===== config.mk =====
export PLATFORM = sky130hd
export DESIGN_NAME = spd_top
export DESIGN_NICKNAME = d
export VERILOG_FILES = /design/src/logic/spd_pkg.sv /design/src/logic/spd_link_if.sv /design/src/logic/spd_sync_edge.sv /design/src/logic/spd_delay_calc.sv /design/src/logic/spd_top.sv
export SDC_FILE = /design/constraint.sdc
export NUM_CORES = 1
export LEC_CHECK = 0
export BUFFER_PORTS_ARGS = -buffer_cell sky130_fd_sc_hd__buf_2
export CAP_MARGIN = 5
export CELL_PAD_IN_SITES_DETAIL_PLACEMENT = 0
export CELL_PAD_IN_SITES_GLOBAL_PLACEMENT = 2
export CORE_MARGIN = 5
export CORE_UTILIZATION = 30
export DETAILED_ROUTE_END_ITERATION = 6
export HOLD_SLACK_MARGIN = 0.02
export PLACE_DENSITY_LB_ADDON = 0.1
export SLEW_MARGIN = 10
export SYNTH_ARGS = -nofsm -noshare
export SYNTH_HDL_FRONTEND = slang
export SYNTH_HIERARCHICAL = 1
export SYNTH_SLANG_ARGS = --single-unit

===== constraint.sdc =====
create_clock -name ref_clk -period 4.88 [get_ports ref_clk]
set_clock_uncertainty 0.05 [all_clocks]
set_input_delay 0.244 -clock ref_clk [delete_from_list [all_inputs] [get_ports ref_clk]]
set_output_delay 0.244 -clock ref_clk [all_outputs]
set_load 0.01 [all_outputs]

===== src/logic/spd_pkg.sv =====
// shared constants, types and helpers of the phase delay block
package spd_pkg;

  // ==========================================================
  // register port and index space
  localparam logic       PORT_INDEX    = 1'b0;
  localparam logic       PORT_DATA     = 1'b1;
  localparam logic [7:0] IDX_SYNC_CTRL = 8'h00;
  localparam logic [7:0] IDX_CLK_DIV   = 8'h03;
  localparam logic [7:0] IDX_PHASE_SEL = 8'h04;
  localparam logic [7:0] IDX_RES_SEL   = 8'h05;
  localparam logic [7:0] IDX_SOFT_RST  = 8'h08;
  localparam logic [7:0] IDX_LOW_LAST  = 8'h08;
  localparam logic [7:0] IDX_HIGH_FRST = 8'h10;
  localparam logic [7:0] IDX_STATUS    = 8'h11;
  localparam logic [7:0] IDX_HIGH_LAST = 8'h12;

  // ==========================================================
  // field positions and codes
  localparam int         SYNC_EDGE_BIT = 2;
  localparam int         OFFSET_EN_BIT = 6;
  localparam logic [3:0] SOFT_RST_CODE = 4'ha;
  localparam logic [1:0] RES_16        = 2'b00;
  localparam logic [1:0] RES_32        = 2'b01;
  localparam logic [1:0] RES_RSV       = 2'b10;
  localparam logic [1:0] RES_64        = 2'b11;

  // ==========================================================
  // reset values and timing
  localparam logic [7:0] REG_RST       = 8'h00;
  localparam logic [7:0] CLK_DIV_RST   = 8'h03;
  localparam int         CLK_PERIOD_NS = 40;
  localparam int         MARKER_NS     = 200;
  localparam int         MARKER_CYC    = (MARKER_NS / CLK_PERIOD_NS < 1)
                                         ? 1 : MARKER_NS / CLK_PERIOD_NS;
  localparam int         DLY_W         = 15;

  typedef enum logic [1:0] {PH_IDLE, PH_WAIT, PH_MARK} spd_phase_t;

  // ==========================================================
  // element count helpers
  function automatic logic [2:0] elem_shift(input logic [1:0] res);
    unique case (res)
      RES_32:  elem_shift = 3'd5;
      RES_64:  elem_shift = 3'd6;
      default: elem_shift = 3'd4;
    endcase
  endfunction : elem_shift

  function automatic logic [5:0] elem_max(input logic [1:0] res);
    unique case (res)
      RES_32:  elem_max = 6'h1f;
      RES_64:  elem_max = 6'h3f;
      default: elem_max = 6'h0f;
    endcase
  endfunction : elem_max

endpackage : spd_pkg


===== src/logic/spd_link_if.sv =====
// signals between the core and its edge and delay helpers
`timescale 1ns/1ns
interface spd_link_if;
  logic                     sync_edge;
  logic [7:0]               period;
  logic [5:0]               count;
  logic [1:0]               res;
  logic [spd_pkg::DLY_W-1:0] delay;

  modport edge_src (output sync_edge);
  modport calc     (input period, count, res, output delay);
  modport core     (input sync_edge, delay, output period, count, res);
endinterface : spd_link_if


===== src/logic/spd_sync_edge.sv =====
// selected edge detector on the line sync input
`timescale 1ns/1ns
module spd_sync_edge (
  // clock and reset
  input  wire logic ref_clk,
  input  wire logic reset_n,
  // line side
  input  wire logic line_sync,
  input  wire logic edge_fall,
  // to the core
  spd_link_if.edge_src lk
);

  typedef struct packed {
    logic prev;
    logic pulse;
  } spd_edge_state_t;

  spd_edge_state_t s;
  spd_edge_state_t next_s;

  // ==========================================================
  // edge pick: rising when clear, falling when set
  always_comb begin
    next_s       = s;
    next_s.prev  = line_sync;
    next_s.pulse = edge_fall ? (s.prev && !line_sync)
                             : (!s.prev && line_sync);
  end

  always_ff @(posedge ref_clk or negedge reset_n) begin
    if (!reset_n) begin
      s <= '0;
    end else begin
      s <= next_s;
    end
  end

  assign lk.sync_edge = s.pulse;
endmodule : spd_sync_edge


===== src/logic/spd_delay_calc.sv =====
// phase delay in clock cycles from period, element count and resolution
`timescale 1ns/1ns
module spd_delay_calc (
  // clock and reset
  input  wire logic ref_clk,
  input  wire logic reset_n,
  // settings in, delay out
  spd_link_if.calc lk
);

  typedef struct packed {
    logic [spd_pkg::DLY_W-1:0] delay;
  } spd_calc_state_t;

  spd_calc_state_t s;
  spd_calc_state_t next_s;

  // ==========================================================
  // period times count over total; count beyond the range is masked
  always_comb begin
    logic [spd_pkg::DLY_W-1:0] prod;
    prod = spd_pkg::DLY_W'({1'b0, lk.period} + 9'h001)
         * spd_pkg::DLY_W'(lk.count & spd_pkg::elem_max(lk.res));
    next_s       = s;
    next_s.delay = prod >> spd_pkg::elem_shift(lk.res);
  end

  always_ff @(posedge ref_clk or negedge reset_n) begin
    if (!reset_n) begin
      s <= '0;
    end else begin
      s <= next_s;
    end
  end

  assign lk.delay = s.delay;
endmodule : spd_delay_calc


===== src/logic/spd_top.sv =====
// phase delay core: register port, marker, lock and half-rate clock
//
// Chosen here: the register addresses and the strobed register port.
`timescale 1ns/1ns
// Notes on behaviour
// - each data byte written or read moves the low index nibble up by one.
// - the high index nibble never takes a carry and changes only by address.
// - phase delay is output period times selected count over total count.
// - resolution 00 gives 16, 01 gives 32, 11 gives 64 elements; 10 unused.
// - the working resolution loads only when hex A hits index 8 low nibble.
// - control bit 2 of index 0 picks the rising or falling sync edge.
// - marker pulses once per line sync period; lock output follows line sync a cycle late.
// - the half-rate clock always has one fixed phase at the marker's fall.
// - the negative half-rate output is always the positive one inverted.
module spd_top (
  // clock and reset
  input  wire logic       ref_clk,
  input  wire logic       reset_n,
  // register port
  input  wire logic       reg_addr,
  input  wire logic [7:0] reg_wdata,
  input  wire logic       reg_wr,
  input  wire logic       reg_rd,
  output logic      [7:0] reg_rdata,
  // line side
  input  wire logic       line_sync,
  output logic            phase_marker_out,
  output logic            lock_ref_out,
  output logic            clk_half_p,
  output logic            clk_half_n
);

  typedef struct packed {
    logic [31:0][7:0]          regs;
    logic [7:0]                idx;
    logic [7:0]                rdata;
    logic [1:0]                res_work;
    logic [7:0]                div_cnt;
    logic [spd_pkg::DLY_W-1:0] dly_cnt;
    logic [3:0]                mk_cnt;
    spd_pkg::spd_phase_t       phase;
    logic                      marker;
    logic                      lock_ref;
    logic                      half_p;
    logic                      half_n;
  } spd_core_state_t;

  spd_core_state_t s;
  spd_core_state_t next_s;
  spd_link_if      lk ();
  logic            offset_en;

  // ==========================================================
  // index helpers
  function automatic logic [7:0] next_index(input logic [7:0] idx);
    next_index = {idx[7:4], idx[3:0] + 4'h1};
  endfunction : next_index

  function automatic logic mapped(input logic [7:0] idx);
    mapped = (idx <= spd_pkg::IDX_LOW_LAST)
          || (idx >= spd_pkg::IDX_HIGH_FRST
              && idx <= spd_pkg::IDX_HIGH_LAST);
  endfunction : mapped

  // ==========================================================
  // helpers
  spd_sync_edge u_edge (
    .ref_clk   (ref_clk),
    .reset_n   (reset_n),
    .line_sync (line_sync),
    .edge_fall (s.regs[spd_pkg::IDX_SYNC_CTRL[4:0]][spd_pkg::SYNC_EDGE_BIT]),
    .lk        (lk.edge_src)
  );

  spd_delay_calc u_calc (
    .ref_clk (ref_clk),
    .reset_n (reset_n),
    .lk      (lk.calc)
  );

  // settings that steer the delay path
  assign lk.period = s.regs[spd_pkg::IDX_CLK_DIV[4:0]];
  assign lk.count  = s.regs[spd_pkg::IDX_PHASE_SEL[4:0]][5:0];
  assign lk.res    = s.res_work;
  assign offset_en = s.regs[spd_pkg::IDX_PHASE_SEL[4:0]]
                           [spd_pkg::OFFSET_EN_BIT];

  // ==========================================================
  // next state
  always_comb begin
    next_s          = s;
    next_s.rdata    = 8'h00;
    next_s.lock_ref = line_sync;

    // register port: index byte, then auto-stepping data bytes
    if (reg_wr) begin
      if (reg_addr == spd_pkg::PORT_INDEX) begin
        next_s.idx = reg_wdata;
      end else begin
        if (mapped(s.idx) && s.idx != spd_pkg::IDX_STATUS) begin
          next_s.regs[s.idx[4:0]] = reg_wdata;
        end
        // shadow copy is only taken on the soft reset code
        if (s.idx == spd_pkg::IDX_SOFT_RST
            && reg_wdata[3:0] == spd_pkg::SOFT_RST_CODE
            && s.regs[spd_pkg::IDX_RES_SEL[4:0]][1:0]
               != spd_pkg::RES_RSV) begin
          next_s.res_work = s.regs[spd_pkg::IDX_RES_SEL[4:0]][1:0];
        end
        next_s.idx = next_index(s.idx);
      end
    end else if (reg_rd) begin
      if (reg_addr == spd_pkg::PORT_INDEX) begin
        next_s.rdata = s.idx;
      end else begin
        if (s.idx == spd_pkg::IDX_STATUS) begin
          next_s.rdata = {5'h00, s.marker, s.res_work};
        end else if (mapped(s.idx)) begin
          next_s.rdata = s.regs[s.idx[4:0]];
        end
        next_s.idx = next_index(s.idx);
      end
    end

    // half-rate clock: one toggle per output clock period
    if (s.div_cnt == 8'h00) begin
      next_s.div_cnt = lk.period;
      next_s.half_p  = !s.half_p;
      next_s.half_n  = s.half_p;
    end else begin
      next_s.div_cnt = s.div_cnt - 8'h01;
    end

    // marker: delayed by the phase offset, fixed width
    unique case (s.phase)
      spd_pkg::PH_IDLE: begin
        if (lk.sync_edge) begin
          if (offset_en && lk.delay != '0) begin
            next_s.phase   = spd_pkg::PH_WAIT;
            next_s.dly_cnt = lk.delay;
          end else begin
            // offset select clear bypasses the delay chain
            next_s.phase  = spd_pkg::PH_MARK;
            next_s.marker = 1'b1;
            next_s.mk_cnt = 4'(spd_pkg::MARKER_CYC - 1);
          end
        end
      end
      spd_pkg::PH_WAIT: begin
        if (s.dly_cnt == spd_pkg::DLY_W'(1)) begin
          next_s.phase  = spd_pkg::PH_MARK;
          next_s.marker = 1'b1;
          next_s.mk_cnt = 4'(spd_pkg::MARKER_CYC - 1);
        end else begin
          next_s.dly_cnt = s.dly_cnt - spd_pkg::DLY_W'(1);
        end
      end
      spd_pkg::PH_MARK: begin
        if (s.mk_cnt == 4'h0) begin
          // realign so every line starts with the same half-rate phase
          next_s.phase   = spd_pkg::PH_IDLE;
          next_s.marker  = 1'b0;
          next_s.half_p  = 1'b0;
          next_s.half_n  = 1'b1;
          next_s.div_cnt = lk.period;
        end else begin
          next_s.mk_cnt = s.mk_cnt - 4'h1;
        end
      end
    endcase
  end

  // ==========================================================
  // state register
  always_ff @(posedge ref_clk or negedge reset_n) begin
    if (!reset_n) begin
      s                                  <= '0;
      s.regs[spd_pkg::IDX_CLK_DIV[4:0]]  <= spd_pkg::CLK_DIV_RST;
      s.res_work                         <= spd_pkg::RES_16;
      s.phase                            <= spd_pkg::PH_IDLE;
      s.half_n                           <= 1'b1;
    end else begin
      s <= next_s;
    end
  end

  // outputs, each a flop
  assign reg_rdata        = s.rdata;
  assign phase_marker_out = s.marker;
  assign lock_ref_out     = s.lock_ref;
  assign clk_half_p       = s.half_p;
  assign clk_half_n       = s.half_n;
endmodule : spd_top


==> summary.md <==
| Metric | Value |
|---|---|
| Routed Antenna Nets | 0 |
| DIE HEIGHT | 218 µm |
| Req. time, crit path | 5280 ps |
| Mux contribution to synthesized area | 0.188 |
| Hold WC Path Type | input port to register |
| Iteration-0 DRC Markers | 404 |
| Period utilization | 0.943 |
| Post-Synth Simple-Gate Area | 0.110 |
| I/O pins | 26 |
| Hold Fails Final Rpt | 0 |
| Critical path peak fanout | 7 |
| Most common cell in the netlist | dfrtp_1 |
| Crit path time final | roughly 4600 ps |
| Post-DR wirelength/cell | 21.0 µm |
| Avg Vias per Cell | 4.89 |
| Max Cap Violations | 0 |
| Distinct cells, synth | 74 |
| Main combinational cell family by area after synthesis | multiplexers |
| Synth Area per Inst | 11.6 µm² |
| CTS buffer count | 29 |
| Vias in the first global route | 9,085 |
| Post-synthesis sequential area ratio | 0.465 |
| Final setup fails | 0 |
| Syn Std Cell Area | between 10,000 and 15,000 µm² |
| Root buf cell | clkbuf_16 |
| Port Buffers | 25 |
| Crit Path Category | register to register |
| Total GRT Usage | 0.154 |
| Startpoint types | register |
| Register bit total from synthesis | 240 |
| Final #Nets | 1,180 |
| Drt drc | 0 |
| Maximum vdd drop | ~0.24 mV |
| Critical path endpoint category | register |
| Top cells by count, synth | dfrtp_1, mux2_2, clkbuf_1 |
| Clk_lat worst skew | 570 ps |
| Outcome | complete, no violations |
| Layout overhead on the synthesized area | 14.2% |
| Yosys synthesis warning count | 6 |
| Die area | 47,300 µm² |
| F_max | 0.217 GHz |
| Row Count | 76 |
| Worst slew pin tran | approximately 1100 ps |
| Top post-synthesis cells by area | dfrtp_1, mux2_2, mux4_2 |
| Layout cells sized above 1 | 0.281 |
| TritonCTS Sinks | 240 |
| RSZ-0062 raised after global routing | no |
| Rel. slew slack | 0.285 |
| Total Power | 6.11 mW |
| CP arrival | 5010 ps |
| Initial Util | 0.301 |
| Core Area | approximately 43,000 µm² |
| Post-Route WL | 35.9 mm |
| Pin count of the biggest net entering global routing | between 100 and 150 |
| Fin cells | roughly 1,700 |
| EDFF count, synth | 0 |
| Global route overflow | 0 |
| Post-synthesis adder-cell area fraction | 0.0788 |
| CTS max path bufs | 3 |
| Yosys top cell area share | 0.459 |
| Pwr dens | 414 nW/µm² |
| Asr flop ratio synth | 1.00 |
| Initial antenna violation count | 1 |
| Cell leakage power | 6.70 nW |
| Vias | roughly 8,400 |
| First-pass GRT wire length | 56.7 mm |
| Post-synthesis cell count | 1,118 |
| CTS H-tree depth | 1 |
| Top FF cell, synth | dfrtp_1 |
| CTS tree | done |
| Compound-cell area share of the yosys netlist | 0.0920 |
| Largest area contributor in the netlist | dfrtp_1 |
| R2R setup slack | 280 ps |
| DIE WIDTH | 218 µm |
| DP Wirelength | 25.0 mm |
| Cells after DPL | 1,648 |
| Setup TNS | 0 ps |
| Antenna diode count | 0 |
| Synth Area in XOR/XNOR | 0.0115 |
| Max Slew Vio Count | 0 |
| Clk slew on worst S/H paths | 60 ps |
| GP Congestion | 0.734 |
| Drt pass-1 iters | 5 |
[layout by cell type, fill, tap and decap left out, types with 24 or more instances in the layout]
cell type,instances
o21ai_0,28
nand2_1,57
fa_1,29
nand3_1,26
a21oi_1,43
ha_1,29
nor2b_1,28
mux2_2,122
clkbuf_16,29
buf_2,24
dfrtp_1,234
buf_4,31
mux4_2,42
inv_1,56
nor2_1,53
[through the flow]
step	area, µm²	worst slack (ps)	hold slack, ps	utilization
after global placement	13600	110	236	0.316
after floorplan	12900	230	-102	-
after detailed placement	13600	12.3	273	0.316
after CTS	14600	31.1	39.7	0.340
after global routing	14800	14.3	71.4	0.344
final	14800	278	61.4	0.344
[worst paths after layout]
check                                   from                  to  cells past startpoint
worst max-delay path            lk.period[0]  u_calc/lk.delay[7]                     17
worst min-delay path            reg_wdata[5]               s[48]                      3
worst max register to register  lk.period[0]  u_calc/lk.delay[7]                     17
worst min register to register        s[238]              s[238]                      0
max in group asynchronous            reset_n              s[170]                      3
min in group asynchronous            reset_n               s[15]                      2
[layout make-up]
type                       count  area [µm²]
fill                        4247       28100
multi-input combinational    710        6400
sequential                   240        6020
clock buffer                  42         835
tap                          585         732
timing repair buffer          63         449
inverter                      58         218
clock inverter                12         110
[state kept, by name, summed over array words and instances, names as in the netlist]
signal,count
u_edge/lk.sync_edge,1
clk_half_n,1
phase_marker_out,1
u_edge/s,1
lock_ref_out,1
offset_en,1
s,198
u_calc/lk.delay,11
lk.period,8
lk.count,6
reg_rdata,8
lk.res,2
clk_half_p,1
[routing by layer]
| layer | vias up | part of all wire | wire (µm) | global-route usage |
|---|---|---|---|---|
| met2 | 128 | 0.49 | 17600 | 0.260 |
| met4 | 0 | 0.019 | 695 | 0.0312 |
| met1 | 4272 | 0.46 | 16500 | 0.214 |
| met5 | - | 0 | 0 | 0 |
| met3 | 44 | 0.032 | 1140 | 0.0194 |
| li1 | 3921 | - | - | - |
[logic make-up (layout without fill, tap and decap cells)]
| family | after synthesis | in the layout |
|---|---|---|
| AOI/OAI and AO/OA | 176 | 176 |
| DFF | 240 | 240 |
| adders and majority gates | 64 | 64 |
| other | 1 | 4 |
| muxes | 175 | 175 |
| xor gates and xnor gates | 17 | 17 |
| buffers and inverters | 171 | 175 |
| and+or+nand+nor | 274 | 274 |
[worst max-delay path: stages (launching register included)]
cell	delay [ps]
dfstp_2	570
ha_4	180
nand3_4	120
nor2_4	150
xnor2_2	180
nor2b_1	110
fa_1	500
fa_1	490
inv_1	50
fa_1	520
inv_1	40
ha_2	380
and2_1	210
nor2_1	60
o31a_1	310
a211oi_2	270
nor2_1	100
a221oi_2	190
[power by group]
group	switching [mW]	internal, mW
sequential	0.300	2.27
combinational	0.790	0.631
clock	0.878	1.24
[timing repair]
| item | CTS | global route |
|---|---|---|
| hold buffers | 5 | 0 |
| gates resized for setup | 3 | 30 |
| pin swaps | 0 | 7 |
| setup endpoints to repair | 2 | 8 |
| hold endpoints to repair | 94 | 0 |
| buffers inserted | 0 | 3 |
Note: power is estimated with default switching activity, not from simulation.
